$ cat src/ddrcp_pkg.sv
package ddrcp_pkg;

  localparam int ROW_W = 13;
  localparam int BANK_W = 3;
  localparam int LCOL_W = 8;
  localparam int MCOL_W = 10;
  localparam int ADDR_W = 24;
  localparam int DATA_W = 64;
  localparam int MASK_W = 8;
  localparam int SIZE_W = 2;
  localparam int COL_LSB = 0;
  localparam int BANK_LSB = 8;
  localparam int ROW_LSB = 11;
  localparam int COL_SHIFT = 2;
  localparam int QDEPTH = 4;
  localparam int QPTR_W = 2;
  localparam int QCNT_W = 3;
  localparam int PHY_RD_LAT = 2;
  localparam int ECC_LAT_MAX = 3;
  localparam logic [QCNT_W-1:0] QCNT_FULL = 3'h4;
  localparam logic [SIZE_W-1:0] SIZE_ONE = 2'h1;
  localparam logic [SIZE_W-1:0] SIZE_TWO = 2'h2;
  localparam logic [SIZE_W-1:0] SIZE_RST = 2'h0;
  localparam logic [ADDR_W-1:0] ADDR_RST = 24'h000000;
  localparam logic [DATA_W-1:0] DATA_RST = 64'h0;
  localparam logic [MASK_W-1:0] MASK_RST = 8'h00;

  typedef enum logic [1:0] {
    DDRCP_CMD_NOP = 2'h0,
    DDRCP_CMD_WR = 2'h1,
    DDRCP_CMD_RD = 2'h2
  } ddrcp_cmd_t;

  typedef enum logic [1:0] {
    DDRCP_ST_IDLE = 2'h0,
    DDRCP_ST_WPRE = 2'h1,
    DDRCP_ST_WDAT = 2'h2,
    DDRCP_ST_RWIN = 2'h3
  } ddrcp_st_t;

  function automatic logic [ROW_W-1:0] ddrcp_row(input logic [ADDR_W-1:0] a);
    ddrcp_row = a[ROW_LSB +: ROW_W];
  endfunction

  function automatic logic [BANK_W-1:0] ddrcp_bank(input logic [ADDR_W-1:0] a);
    ddrcp_bank = a[BANK_LSB +: BANK_W];
  endfunction

  // half-rate: each local word is four memory beats wide
  function automatic logic [MCOL_W-1:0] ddrcp_col(input logic [ADDR_W-1:0] a);
    ddrcp_col = {a[COL_LSB +: LCOL_W], 2'h0};
  endfunction

endpackage

$ cat src/ddrcp_if.sv
`timescale 1ns/1ps
interface ddrcp_if;
  logic wr_req;
  logic rd_req;
  logic [ddrcp_pkg::SIZE_W-1:0] size;
  logic [ddrcp_pkg::ADDR_W-1:0] addr;
  logic [ddrcp_pkg::DATA_W-1:0] wdata;
  logic [ddrcp_pkg::MASK_W-1:0] be;
  logic ready;
  logic [ddrcp_pkg::DATA_W-1:0] rdata;
  logic rdata_valid;
  ddrcp_pkg::ddrcp_cmd_t phy_cmd;
  logic [ddrcp_pkg::ROW_W-1:0] phy_row;
  logic [ddrcp_pkg::BANK_W-1:0] phy_bank;
  logic [ddrcp_pkg::MCOL_W-1:0] phy_col;
  logic [ddrcp_pkg::DATA_W-1:0] phy_wdata;
  logic [ddrcp_pkg::MASK_W-1:0] phy_dm;
  logic phy_wdata_valid;
  logic phy_dqs_burst;
  logic phy_doing_rd;
  logic [ddrcp_pkg::DATA_W-1:0] phy_rdata;
  logic phy_rdata_valid;

  modport ctl (
    input wr_req, rd_req, size, addr, wdata, be, phy_rdata, phy_rdata_valid,
    output ready, rdata, rdata_valid, phy_cmd, phy_row, phy_bank, phy_col,
    output phy_wdata, phy_dm, phy_wdata_valid, phy_dqs_burst, phy_doing_rd
  );

  modport far (
    output wr_req, rd_req, size, addr, wdata, be, phy_rdata, phy_rdata_valid,
    input ready, rdata, rdata_valid, phy_cmd, phy_row, phy_bank, phy_col,
    input phy_wdata, phy_dm, phy_wdata_valid, phy_dqs_burst, phy_doing_rd
  );
endinterface

$ cat src/ddrcp_ctrl.sv
// Contract
// user write gives request, size, address together
// memory column is local column shifted two
// accept until command queue full, then drop ready
// user may read back written address, size one
// drive command and address for each request
// write valid exactly with write data, masks
// strobe burst frames each write burst
// read window high one cycle per beat
// phy captures only while read window high
// phy flags each valid resynchronised read word
// user read valid marks each read word
// no added read delay without correction logic
// correction adds one or three cycles
// user holds request until ready seen high
// size two write takes two accepted cycles
// read data returns in request order
`timescale 1ns/1ps
module ddrcp_ctrl #(
  parameter int ECC_LAT = 0
) (
  input wire logic ref_clk,
  input wire logic rst_n,
  ddrcp_if.ctl bus
);

  ////////////////////////////////////////////////////////////////////////////
  // command queue
  logic q_wr_r [ddrcp_pkg::QDEPTH];
  logic [ddrcp_pkg::ADDR_W-1:0] q_addr_r [ddrcp_pkg::QDEPTH];
  logic [ddrcp_pkg::SIZE_W-1:0] q_size_r [ddrcp_pkg::QDEPTH];
  logic [ddrcp_pkg::DATA_W-1:0] q_d0_r [ddrcp_pkg::QDEPTH];
  logic [ddrcp_pkg::DATA_W-1:0] q_d1_r [ddrcp_pkg::QDEPTH];
  logic [ddrcp_pkg::MASK_W-1:0] q_m0_r [ddrcp_pkg::QDEPTH];
  logic [ddrcp_pkg::MASK_W-1:0] q_m1_r [ddrcp_pkg::QDEPTH];
  logic [ddrcp_pkg::QPTR_W-1:0] wptr_r;
  logic [ddrcp_pkg::QPTR_W-1:0] rptr_r;
  logic [ddrcp_pkg::QPTR_W-1:0] last_r;
  logic [ddrcp_pkg::QCNT_W-1:0] cnt_r;
  logic [ddrcp_pkg::QCNT_W-1:0] cnt_nxt;
  logic beat2_r;
  logic beat2_nxt;
  logic ready_r;
  logic push;
  logic push_b2;
  logic pop;

  ddrcp_pkg::ddrcp_st_t st_r;
  logic [ddrcp_pkg::SIZE_W-1:0] left_r;
  logic cur_two_r;
  logic [ddrcp_pkg::DATA_W-1:0] cur_d1_r;
  logic [ddrcp_pkg::MASK_W-1:0] cur_m1_r;

  // a new request only in a free slot, never during the second write beat
  assign push = ready_r && !beat2_r && (bus.wr_req || bus.rd_req);
  assign push_b2 = beat2_r && bus.wr_req;
  // the head is not issued while its second write word is still outstanding
  assign pop = (st_r == ddrcp_pkg::DDRCP_ST_IDLE) && (cnt_r != '0) &&
               !(beat2_r && (cnt_r == 3'h1));

  always_comb begin
    cnt_nxt = cnt_r;
    if (push && !pop) begin
      cnt_nxt = cnt_r + 3'h1;
    end else if (pop && !push) begin
      cnt_nxt = cnt_r - 3'h1;
    end
    beat2_nxt = beat2_r;
    if (push && bus.wr_req && (bus.size == ddrcp_pkg::SIZE_TWO)) begin
      beat2_nxt = 1'b1;
    end else if (push_b2) begin
      beat2_nxt = 1'b0;
    end
  end

  always_ff @(posedge ref_clk or negedge rst_n) begin
    if (!rst_n) begin
      cnt_r <= '0;
      wptr_r <= '0;
      rptr_r <= '0;
      last_r <= '0;
      beat2_r <= 1'b0;
      ready_r <= 1'b0;
    end else begin
      cnt_r <= cnt_nxt;
      beat2_r <= beat2_nxt;
      // ready stays up for the second beat even when the queue just filled
      ready_r <= (cnt_nxt != ddrcp_pkg::QCNT_FULL) || beat2_nxt;
      if (push) begin
        wptr_r <= wptr_r + 2'h1;
        last_r <= wptr_r;
      end
      if (pop) begin
        rptr_r <= rptr_r + 2'h1;
      end
    end
  end

  // queue storage has no reset; only the pointers give it meaning
  always_ff @(posedge ref_clk) begin
    if (push) begin
      q_wr_r[wptr_r] <= bus.wr_req;
      q_addr_r[wptr_r] <= bus.addr;
      q_size_r[wptr_r] <= bus.size;
      q_d0_r[wptr_r] <= bus.wdata;
      q_m0_r[wptr_r] <= bus.be;
    end
    if (push_b2) begin
      q_d1_r[last_r] <= bus.wdata;
      q_m1_r[last_r] <= bus.be;
    end
  end

  assign bus.ready = ready_r;

  ////////////////////////////////////////////////////////////////////////////
  // issue towards the phy
  logic [1:0] cmd_r;
  logic [ddrcp_pkg::ROW_W-1:0] row_r;
  logic [ddrcp_pkg::BANK_W-1:0] bank_r;
  logic [ddrcp_pkg::MCOL_W-1:0] col_r;
  logic [ddrcp_pkg::DATA_W-1:0] wdat_r;
  logic [ddrcp_pkg::MASK_W-1:0] dm_r;
  logic wval_r;
  logic dqs_r;
  logic rwin_r;
  logic [ddrcp_pkg::DATA_W-1:0] cur_d0_r;
  logic [ddrcp_pkg::MASK_W-1:0] cur_m0_r;

  always_ff @(posedge ref_clk or negedge rst_n) begin
    if (!rst_n) begin
      st_r <= ddrcp_pkg::DDRCP_ST_IDLE;
      cmd_r <= ddrcp_pkg::DDRCP_CMD_NOP;
      row_r <= '0;
      bank_r <= '0;
      col_r <= '0;
      left_r <= ddrcp_pkg::SIZE_RST;
      cur_two_r <= 1'b0;
      cur_d0_r <= ddrcp_pkg::DATA_RST;
      cur_d1_r <= ddrcp_pkg::DATA_RST;
      cur_m0_r <= ddrcp_pkg::MASK_RST;
      cur_m1_r <= ddrcp_pkg::MASK_RST;
      wdat_r <= ddrcp_pkg::DATA_RST;
      dm_r <= ddrcp_pkg::MASK_RST;
      wval_r <= 1'b0;
      dqs_r <= 1'b0;
      rwin_r <= 1'b0;
    end else begin
      cmd_r <= ddrcp_pkg::DDRCP_CMD_NOP;
      wval_r <= 1'b0;
      dqs_r <= 1'b0;
      rwin_r <= 1'b0;
      case (st_r)
        ddrcp_pkg::DDRCP_ST_IDLE: begin
          if (pop) begin
            cmd_r <= q_wr_r[rptr_r] ? ddrcp_pkg::DDRCP_CMD_WR
                                    : ddrcp_pkg::DDRCP_CMD_RD;
            row_r <= ddrcp_pkg::ddrcp_row(q_addr_r[rptr_r]);
            bank_r <= ddrcp_pkg::ddrcp_bank(q_addr_r[rptr_r]);
            col_r <= ddrcp_pkg::ddrcp_col(q_addr_r[rptr_r]);
            left_r <= q_size_r[rptr_r];
            cur_two_r <= (q_size_r[rptr_r] == ddrcp_pkg::SIZE_TWO);
            cur_d0_r <= q_d0_r[rptr_r];
            cur_d1_r <= q_d1_r[rptr_r];
            cur_m0_r <= q_m0_r[rptr_r];
            cur_m1_r <= q_m1_r[rptr_r];
            st_r <= q_wr_r[rptr_r] ? ddrcp_pkg::DDRCP_ST_WPRE : ddrcp_pkg::DDRCP_ST_RWIN;
          end
        end
        ddrcp_pkg::DDRCP_ST_WPRE: begin
          // strobe preamble one cycle ahead of the first word
          dqs_r <= 1'b1;
          st_r <= ddrcp_pkg::DDRCP_ST_WDAT;
        end
        ddrcp_pkg::DDRCP_ST_WDAT: begin
          dqs_r <= 1'b1;
          wval_r <= 1'b1;
          wdat_r <= (cur_two_r && left_r == ddrcp_pkg::SIZE_ONE) ? cur_d1_r : cur_d0_r;
          dm_r <= (cur_two_r && left_r == ddrcp_pkg::SIZE_ONE) ? cur_m1_r : cur_m0_r;
          left_r <= left_r - 2'h1;
          if (left_r <= ddrcp_pkg::SIZE_ONE) begin
            st_r <= ddrcp_pkg::DDRCP_ST_IDLE;
          end
        end
        ddrcp_pkg::DDRCP_ST_RWIN: begin
          rwin_r <= 1'b1;
          left_r <= left_r - 2'h1;
          if (left_r <= ddrcp_pkg::SIZE_ONE) begin
            st_r <= ddrcp_pkg::DDRCP_ST_IDLE;
          end
        end
        default: begin
          st_r <= ddrcp_pkg::DDRCP_ST_IDLE;
        end
      endcase
    end
  end

  assign bus.phy_cmd = ddrcp_pkg::ddrcp_cmd_t'(cmd_r);
  assign bus.phy_row = row_r;
  assign bus.phy_bank = bank_r;
  assign bus.phy_col = col_r;
  assign bus.phy_wdata = wdat_r;
  assign bus.phy_dm = dm_r;
  assign bus.phy_wdata_valid = wval_r;
  assign bus.phy_dqs_burst = dqs_r;
  assign bus.phy_doing_rd = rwin_r;

  ////////////////////////////////////////////////////////////////////////////
  // read return; one in-order pipe keeps words in request order
  logic pv_r [ddrcp_pkg::ECC_LAT_MAX];
  logic [ddrcp_pkg::DATA_W-1:0] pd_r [ddrcp_pkg::ECC_LAT_MAX];

  always_ff @(posedge ref_clk or negedge rst_n) begin
    if (!rst_n) begin
      for (int i = 0; i < ddrcp_pkg::ECC_LAT_MAX; i++) begin
        pv_r[i] <= 1'b0;
        pd_r[i] <= ddrcp_pkg::DATA_RST;
      end
    end else begin
      pv_r[0] <= bus.phy_rdata_valid;
      pd_r[0] <= bus.phy_rdata;
      for (int i = 1; i < ddrcp_pkg::ECC_LAT_MAX; i++) begin
        pv_r[i] <= pv_r[i-1];
        pd_r[i] <= pd_r[i-1];
      end
    end
  end

  // zero latency cannot come from a flop; this path is combinational by need
  generate
    if (ECC_LAT == 0) begin : g_noecc
      assign bus.rdata_valid = bus.phy_rdata_valid;
      assign bus.rdata = bus.phy_rdata;
    end else begin : g_ecc
      assign bus.rdata_valid = pv_r[ECC_LAT-1];
      assign bus.rdata = pd_r[ECC_LAT-1];
    end
  endgenerate

endmodule

$ cat src/flat_wrapper.sv
// flat-port wrapper written by rule: the top's interface ports become plain ports
module ddrcp_ctrl_flat 
#(
  parameter int ECC_LAT = 0
)
  (ref_clk, rst_n, bus_wr_req, bus_rd_req, bus_size, bus_addr, bus_wdata, bus_be, bus_phy_rdata, bus_phy_rdata_valid, bus_ready, bus_rdata, bus_rdata_valid, bus_phy_cmd, bus_phy_row, bus_phy_bank, bus_phy_col, bus_phy_wdata, bus_phy_dm, bus_phy_wdata_valid, bus_phy_dqs_burst, bus_phy_doing_rd);
  ddrcp_if bus_i ();
  input wire logic ref_clk;
  input wire logic rst_n;
  input wire logic [$bits(bus_i.wr_req)-1:0] bus_wr_req;
  input wire logic [$bits(bus_i.rd_req)-1:0] bus_rd_req;
  input wire logic [$bits(bus_i.size)-1:0] bus_size;
  input wire logic [$bits(bus_i.addr)-1:0] bus_addr;
  input wire logic [$bits(bus_i.wdata)-1:0] bus_wdata;
  input wire logic [$bits(bus_i.be)-1:0] bus_be;
  input wire logic [$bits(bus_i.phy_rdata)-1:0] bus_phy_rdata;
  input wire logic [$bits(bus_i.phy_rdata_valid)-1:0] bus_phy_rdata_valid;
  output wire logic [$bits(bus_i.ready)-1:0] bus_ready;
  output wire logic [$bits(bus_i.rdata)-1:0] bus_rdata;
  output wire logic [$bits(bus_i.rdata_valid)-1:0] bus_rdata_valid;
  output wire logic [$bits(bus_i.phy_cmd)-1:0] bus_phy_cmd;
  output wire logic [$bits(bus_i.phy_row)-1:0] bus_phy_row;
  output wire logic [$bits(bus_i.phy_bank)-1:0] bus_phy_bank;
  output wire logic [$bits(bus_i.phy_col)-1:0] bus_phy_col;
  output wire logic [$bits(bus_i.phy_wdata)-1:0] bus_phy_wdata;
  output wire logic [$bits(bus_i.phy_dm)-1:0] bus_phy_dm;
  output wire logic [$bits(bus_i.phy_wdata_valid)-1:0] bus_phy_wdata_valid;
  output wire logic [$bits(bus_i.phy_dqs_burst)-1:0] bus_phy_dqs_burst;
  output wire logic [$bits(bus_i.phy_doing_rd)-1:0] bus_phy_doing_rd;
  assign bus_i.wr_req = bus_wr_req;
  assign bus_i.rd_req = bus_rd_req;
  assign bus_i.size = bus_size;
  assign bus_i.addr = bus_addr;
  assign bus_i.wdata = bus_wdata;
  assign bus_i.be = bus_be;
  assign bus_i.phy_rdata = bus_phy_rdata;
  assign bus_i.phy_rdata_valid = bus_phy_rdata_valid;
  assign bus_ready = bus_i.ready;
  assign bus_rdata = bus_i.rdata;
  assign bus_rdata_valid = bus_i.rdata_valid;
  assign bus_phy_cmd = bus_i.phy_cmd;
  assign bus_phy_row = bus_i.phy_row;
  assign bus_phy_bank = bus_i.phy_bank;
  assign bus_phy_col = bus_i.phy_col;
  assign bus_phy_wdata = bus_i.phy_wdata;
  assign bus_phy_dm = bus_i.phy_dm;
  assign bus_phy_wdata_valid = bus_i.phy_wdata_valid;
  assign bus_phy_dqs_burst = bus_i.phy_dqs_burst;
  assign bus_phy_doing_rd = bus_i.phy_doing_rd;
  ddrcp_ctrl #(.ECC_LAT(ECC_LAT)) u_core (.ref_clk(ref_clk), .rst_n(rst_n), .bus(bus_i));
endmodule
$ cat config.mk
export PLATFORM = sky130hd
export DESIGN_NAME = ddrcp_ctrl_flat
export DESIGN_NICKNAME = d
export VERILOG_FILES = /design/src/ddrcp_pkg.sv /design/src/ddrcp_if.sv /design/src/ddrcp_ctrl.sv /design/src/flat_wrapper.sv
export SDC_FILE = /design/constraint.sdc
export NUM_CORES = 1
export LEC_CHECK = 0
export ABC_AREA = 1
export BUFFER_PORTS_ARGS = -buffer_cell sky130_fd_sc_hd__buf_2
export CAP_MARGIN = 20
export CORE_ASPECT_RATIO = 0.7
export CORE_MARGIN = 8
export CORE_UTILIZATION = 40
export DETAILED_ROUTE_END_ITERATION = 12
export GPL_TIMING_DRIVEN = 0
export PLACE_DENSITY = 0.54
export SKIP_CTS_REPAIR_TIMING = 1
export SLEW_MARGIN = 5
export SYNTH_ARGS = -nofsm -noshare
export SYNTH_HDL_FRONTEND = slang
export SYNTH_SLANG_ARGS = --single-unit
$ cat constraint.sdc
create_clock -name ref_clk -period 8.2 [get_ports ref_clk]
set_clock_uncertainty 0.2 [all_clocks]
set_input_delay 1.64 -clock ref_clk [delete_from_list [all_inputs] [get_ports ref_clk]]
set_output_delay 1.64 -clock ref_clk [all_outputs]
set_load 0.03 [all_outputs]
**Yosys cells after proc, flatten, opt, wreduce, memory -nomap -nowiden**

Memory sizes are Yosys's and may differ from the RTL's. A register that Yosys moved wholly into a read port is not among the register bits.
Index checks and enable logic that the tools add are counted.

- Bits in registers: 93
- Bits in latches: 0
- Bits in writable memories: 684
- Memory bits (read-only): 0
- Bits of input ports: 167
- Output and inout port bits: 169
- Word-level logic and storage cells: 90
- Memories kept: 7

- $add $sub $neg: 5
- Multipliers: 0
- Divide/modulo/power cells: 0
- $lt $le $gt $ge: 1
- Equal/unequal tests: 10
- Shifts and indexed selects: 0
- Muxes and demuxes: 22
- Bitwise gates (word level): 0
- Reduce and logical (&&, ||, !) cells: 30

Memory list:

| memory | words | width | read ports | clocked after Yosys merged registers in | write ports | line | source |
|---|---|---|---|---|---|---|---|
| u_core.q_d0_r | 4 | 64 | 1 | 1 | 1 | ddrcp_ctrl.sv:32 | `logic [ddrcp_pkg::DATA_W-1:0] q_d0_r [ddrcp_pkg::QDEPTH];` |
| u_core.q_d1_r | 4 | 64 | 1 | 1 | 1 | ddrcp_ctrl.sv:33 | `logic [ddrcp_pkg::DATA_W-1:0] q_d1_r [ddrcp_pkg::QDEPTH];` |
| u_core.q_addr_r | 4 | 24 | 1 | 1 | 1 | ddrcp_ctrl.sv:30 | `logic [ddrcp_pkg::ADDR_W-1:0] q_addr_r [ddrcp_pkg::QDEPTH];` |
| u_core.q_m0_r | 4 | 8 | 1 | 1 | 1 | ddrcp_ctrl.sv:34 | `logic [ddrcp_pkg::MASK_W-1:0] q_m0_r [ddrcp_pkg::QDEPTH];` |
| u_core.q_m1_r | 4 | 8 | 1 | 1 | 1 | ddrcp_ctrl.sv:35 | `logic [ddrcp_pkg::MASK_W-1:0] q_m1_r [ddrcp_pkg::QDEPTH];` |
| u_core.q_size_r | 4 | 2 | 1 | 0 | 1 | ddrcp_ctrl.sv:31 | `logic [ddrcp_pkg::SIZE_W-1:0] q_size_r [ddrcp_pkg::QDEPTH];` |
| +1 memories | -- | -- | -- | -- | -- | -- |  |

Operator list:

| cell | count |
|---|---|
| 64-bit two-way mux | 1 |
| 2-bit two-way mux | 7 |
| 1-bit logical AND | 11 |
| 1-bit zero test | 9 |
| 1-bit two-way mux | 9 |
| 2-bit == test, second input constant | 4 |
| 8-bit two-way mux | 1 |
| 3-bit two-way mux | 2 |
| 2-bit one-hot mux with 3 select lines | 1 |
| 2-bit AND reduction | 3 |
| 2-bit by 1-bit adder with 2-bit output, second input constant | 2 |
| 2-bit by 1-bit == test with 1-bit output, second input constant | 2 |
| 2-bit by 1-bit != test with 1-bit output, second input constant | 2 |
| 2-bit one-hot mux with 2 select lines | 1 |
| 2-bit OR reduction | 2 |
| 3-bit by 1-bit adder with 3-bit output, second input constant | 1 |
| 3-bit by 1-bit == test with 1-bit output, second input constant | 1 |
| 3-bit != test, second input constant | 1 |
| 3-bit nonzero test | 1 |
| 3-bit by 1-bit subtractor with 3-bit output, second input constant | 1 |
| 2-bit by 1-bit <= comparator with 1-bit output, second input constant | 1 |
| 2-bit zero test | 1 |
| 1-bit logical OR | 2 |
| 2-bit nonzero test | 1 |
| 2-bit by 1-bit subtractor with 2-bit output, second input constant | 1 |

**Logic depth before layout (Yosys ltp)**

- Word-level depth: 9
- Depth in mapped cells: 12
- Depth with buffers taken out: 11

**Worst setup path after synthesis**

OpenSTA, ideal clock, no wires.

- Path type: input -> register
- Start: input bus_wr_req
- End: memory u_core.q_d1_r[0][0] in the netlist's numbering (enable)
- Setup time: 0.591 ns
- Data arrival time: 6.615 ns
- Required time: 7.409 ns
- Path slack: 0.794 ns
- Cell stages on the path: 2
- Buffers on the path: 0
- Path through: nand2_1 -> nor3_1

- Cells in the longest elaborated chain, start to end: 3

Ends and longest elaborated chain:

| item | line | source |
|---|---|---|
| start, declared | flat_wrapper.sv:10 | `input wire logic [$bits(bus_i.wr_req)-1:0] bus_wr_req;` |
| 1-bit logical AND | ddrcp_ctrl.sv:56 | `assign push_b2 = beat2_r && bus.wr_req;` |
| 1-bit two-way mux | ddrcp_ctrl.sv:108 | `if (push_b2) begin` |
| 1-bit two-way mux (implied by the code) | ddrcp_ctrl.sv:109 | `q_d1_r[last_r] <= bus.wdata;` |
| end, declared | ddrcp_ctrl.sv:33 |  |

Every way passes these cells.

**Worst setup path in the final report**

- Start: input bus_phy_rdata[20]
- End: output bus_rdata[20]

RTL lines:

| item | line | source |
|---|---|---|
| start, declared | flat_wrapper.sv:16 | `input wire logic [$bits(bus_i.phy_rdata)-1:0] bus_phy_rdata;` |
| end, declared | flat_wrapper.sv:19 | `output wire logic [$bits(bus_i.rdata)-1:0] bus_rdata;` |

No word-level cell between the ends.

==> key figures <==
Synthesis
  – #FFs+latches synth: 945
  – Ys async rst share: 27.62%
  – Synth area leaders: edfxtp_1 56%, dfrtp_1 18%, nand2_1 5.5%, o21ai_0 4.6%, nor2_1 3.6%
  – Leading area contributor after synthesis: edfxtp_1
  – Ys flop type: edfxtp_1
  – Synth unique cells: 26
  – Avg Cell Area, Syn: 12.36 um2
  – Yosys top cell area share: 56.26%
  – Sequential area share after synthesis: 74.14%
  – Netlist Area Pre-Place: 0.03651 mm2
  – Most frequent cell after synthesis: edfxtp_1
  – Most frequent cells after synthesis: 684 x edfxtp_1, 531 x nand2_1, 352 x nor2_1, 332 x o21ai_0, 261 x dfrtp_1
  – Mapped Cells: 2955
  – EDFF count, synth: 684
  – Synth warn: 0

Clock tree
  – CTS root buf: clkbuf_16
  – Clk_lat worst skew: 0.66 ns
  – Clock sink total: 945
  – Cts bufs inserted: 93
  – Clk slew on worst S/H paths: 0.06 ns
  – CTS tree: yes
  – Maximum clock path buffer count: 3
  – H-tree depth: 3

Setup path
  – CP max-delay cell: buf_2
  – CP Launch Type: input port
  – Worst Reg2Reg Path Length in Cells: 6
  – Delay-heaviest family, CP: buffers and inverters
  – Worst Path Max Fanout: 1
  – Setup CP Type: input port to output port
  – RR Startpoint: u_core.left_r[0]
  – Worst r2r dst: u_core.bus.phy_wdata[13]
  – Reg2reg setup slack: 4.99 ns
  – CP endpoint kind: output port
  – WP data arrival: 1.92 ns
  – CP Cell Sequence: buf_4 -> buf_2
  – Crit-path max cell delay: 0.17 ns
  – CP Buf/Inv Count: 2
  – Crit path required time: 6.36 ns

Job
  – # Max-Cap Violations: 0

Global routing
  – Pin count of the biggest net entering global routing: 108
  – Wire length of the first global-routing pass: 157000 um
  – Gr ovfl total: 0
  – Vias in the first global route: 24400
  – GRT Util Overall: 20.40%
  – Initial antenna violation count: 19

Floorplan
  – I/O Pins: 336
  – Row count: 92
  – Starting Density: 40.46%
  – Die area: 0.1014 mm2
  – Die span in x: 377.1 um
  – Core footprint: 0.09025 mm2
  – Die Ht: 268.8 um

Timing
  – Max Freq: 265.7 MHz
  – Final-report hold violation count: 0
  – Crit share post-route: 45.90%
  – Least-Margin Pin Slew: 1.096 ns
  – Final WS setup: 4.437 ns
  – Pins Over Slew Limit: 0
  – Slew headroom: 26.42%
  – Count of final setup violators: 0
  – Min Tclk post-route: 3.763 ns
  – RSZ-0062 raised after global routing: no

Route
  – Vias per cell: 5.237
  – Wirelength per Cell: 22.64 um
  – Top Metal Used: met5
  – Post-route ant nets: 0
  – Met3 WL: 8660 um
  – 1st-pass router iterations: 7
  – DRC viols: 0
  – Drt total wl: 106000 um
  – Initial DRC Count: 2230
  – DR WL met2: 47430 um
  – DR vias: 24530
  – M1 WL: 47310 um

Run status
  – Status: finished, final reports clean

Cells and area
  – Final core utilization: 47.94%
  – Fillers: 8064
  – Nets: 3556
  – Syn-to-layout area delta: 18.49%
  – Share of layout cells above drive strength 1: 18.62%

Pwr
  – Total power: 17.69 mW
  – Worst vdd ir: 0.2017 mV
  – P per Cell Area: 408.8 mW/mm2
  – Leakage: 17.01 nW

Place
  – GP Congestion: 0.7936
  – IO Port Bufs: 268
  – Worst slack, placed: 3.970 ns
  – Hpwl dp: 72610 um

Worst hold path
  – Worst hold path class: flop to flop
  – Hold Path Depth: 2
  – Hold path endpoint: u_core.bus.phy_wdata[57]
  – Hold Crit Start: u_core.bus.phy_wdata[57]
## report_power, final
| group | internal [mW] | leakage (nW) | switching (mW) |
|---|---|---|---|
| Combinational | 1.92 | 6.09 | 4.76 |
| Clock | 2.40 | 1.46 | 1.78 |
| Sequential | 6.40 | 9.46 | 0.420 |
| Total | 10.7 | 17.0 | 6.96 |
## area by class of cell
type                            count  area (um2)  area share (%)
Clock buffer                      142        2739           6.331
Tap cell                         1222        1529           3.534
Antenna cell                        7       17.52         0.04049
Clock inverter                     31       251.5          0.5813
Buffer                            249        1505           3.479
Sequential cell                   945       27070           62.57
Inverter                           95       361.6          0.8358
Multi-Input combinational cell   1667        7627           17.63
Timing Repair Buffer              325        2162           4.997
## placed cells by master, fill, tap and decap left out, types with 2 or more instances in the layout
cell type	n
o21ai_1	160
nor2_1	348
buf_6	36
o22ai_1	169
conb_1	2
a21oi_1	76
inv_6	2
clkinv_1	12
clkbuf_8	10
inv_1	91
bufinv_16	3
nand3_1	15
xor2_1	3
nor2_4	4
nor3_2	4
buf_16	10
buf_4	104
clkbuf_1	106
diode_2	7
buf_12	11
edfxtp_1	684
o211ai_1	2
clkinv_2	11
nand2_1	531
dfrtp_1	261
buf_2	339
inv_2	2
ha_1	13
inv_4	2
o21ai_0	332
clkbuf_16	99
nand4_1	3
## stage by stage
step           area [um2]  cells  TNS [ns]  hold WS, ns
2_1_floorplan       36520   2956         0       0.2437
3_3_place_gp        39390   4446  -2532.47       0.2574
4_1_cts             43250   4676         0       0.2762
5_1_grt             43250   4677         0       0.2847
6_report            43260   4683         0       0.2726
3_5_place_dp        40260   4503         0       0.2602
## logic make-up (layout without fill, tap and decap cells)
logic type	Yosys count	count (layout)	share of synthesized area, %
AOI/OAI and AO/OA	741	741	10.77
xor gates and xnor gates	3	3	0.07198
adders and majority gates	13	13	0.4455
buffers and inverters	344	842	5.113
DFF	945	945	74.14
other	1	9	0.01027
and+or+nand+nor	908	908	9.448
## registers in the layout (all words and copies together) (netlist names), 4 cells and up
register,count
u_core.q_size_r,8
u_core.q_d0_r,256
u_core.bus.phy_col,8
u_core.q_m0_r,32
u_core.cur_m0_r,8
u_core.q_m1_r,32
u_core.cur_m1_r,8
u_core.bus.phy_dm,8
u_core.q_d1_r,256
u_core.q_wr_r,4
u_core.bus.phy_row,13
u_core.q_addr_r,96
u_core.bus.phy_wdata,64
u_core.cur_d1_r,64
u_core.cur_d0_r,64
## per-layer routing
metal  track usage [%]  up-vias
met5                 0        -
met4             5.323        6
met3             4.508      166
met2             31.57      918
met1             29.27    12250
li1                  -    11190
## worst max path at each step
stage          cells after the start         startpoint                    to  slack (ns)
5_1_grt                            2  bus_phy_rdata[20]         bus_rdata[20]        4.43
3_5_place_dp                       7         bus_wr_req  u_core.q_d1_r[3][53]        3.97
3_3_place_gp                       3         bus_wr_req  u_core.q_d1_r[3][53]       -5.23
4_1_cts                            2  bus_phy_rdata[20]         bus_rdata[20]        4.43
2_1_floorplan                      2         bus_wr_req   u_core.q_d1_r[0][0]        0.79
6_report                           2  bus_phy_rdata[20]         bus_rdata[20]        4.44
Power figures use the tool's default switching activity.
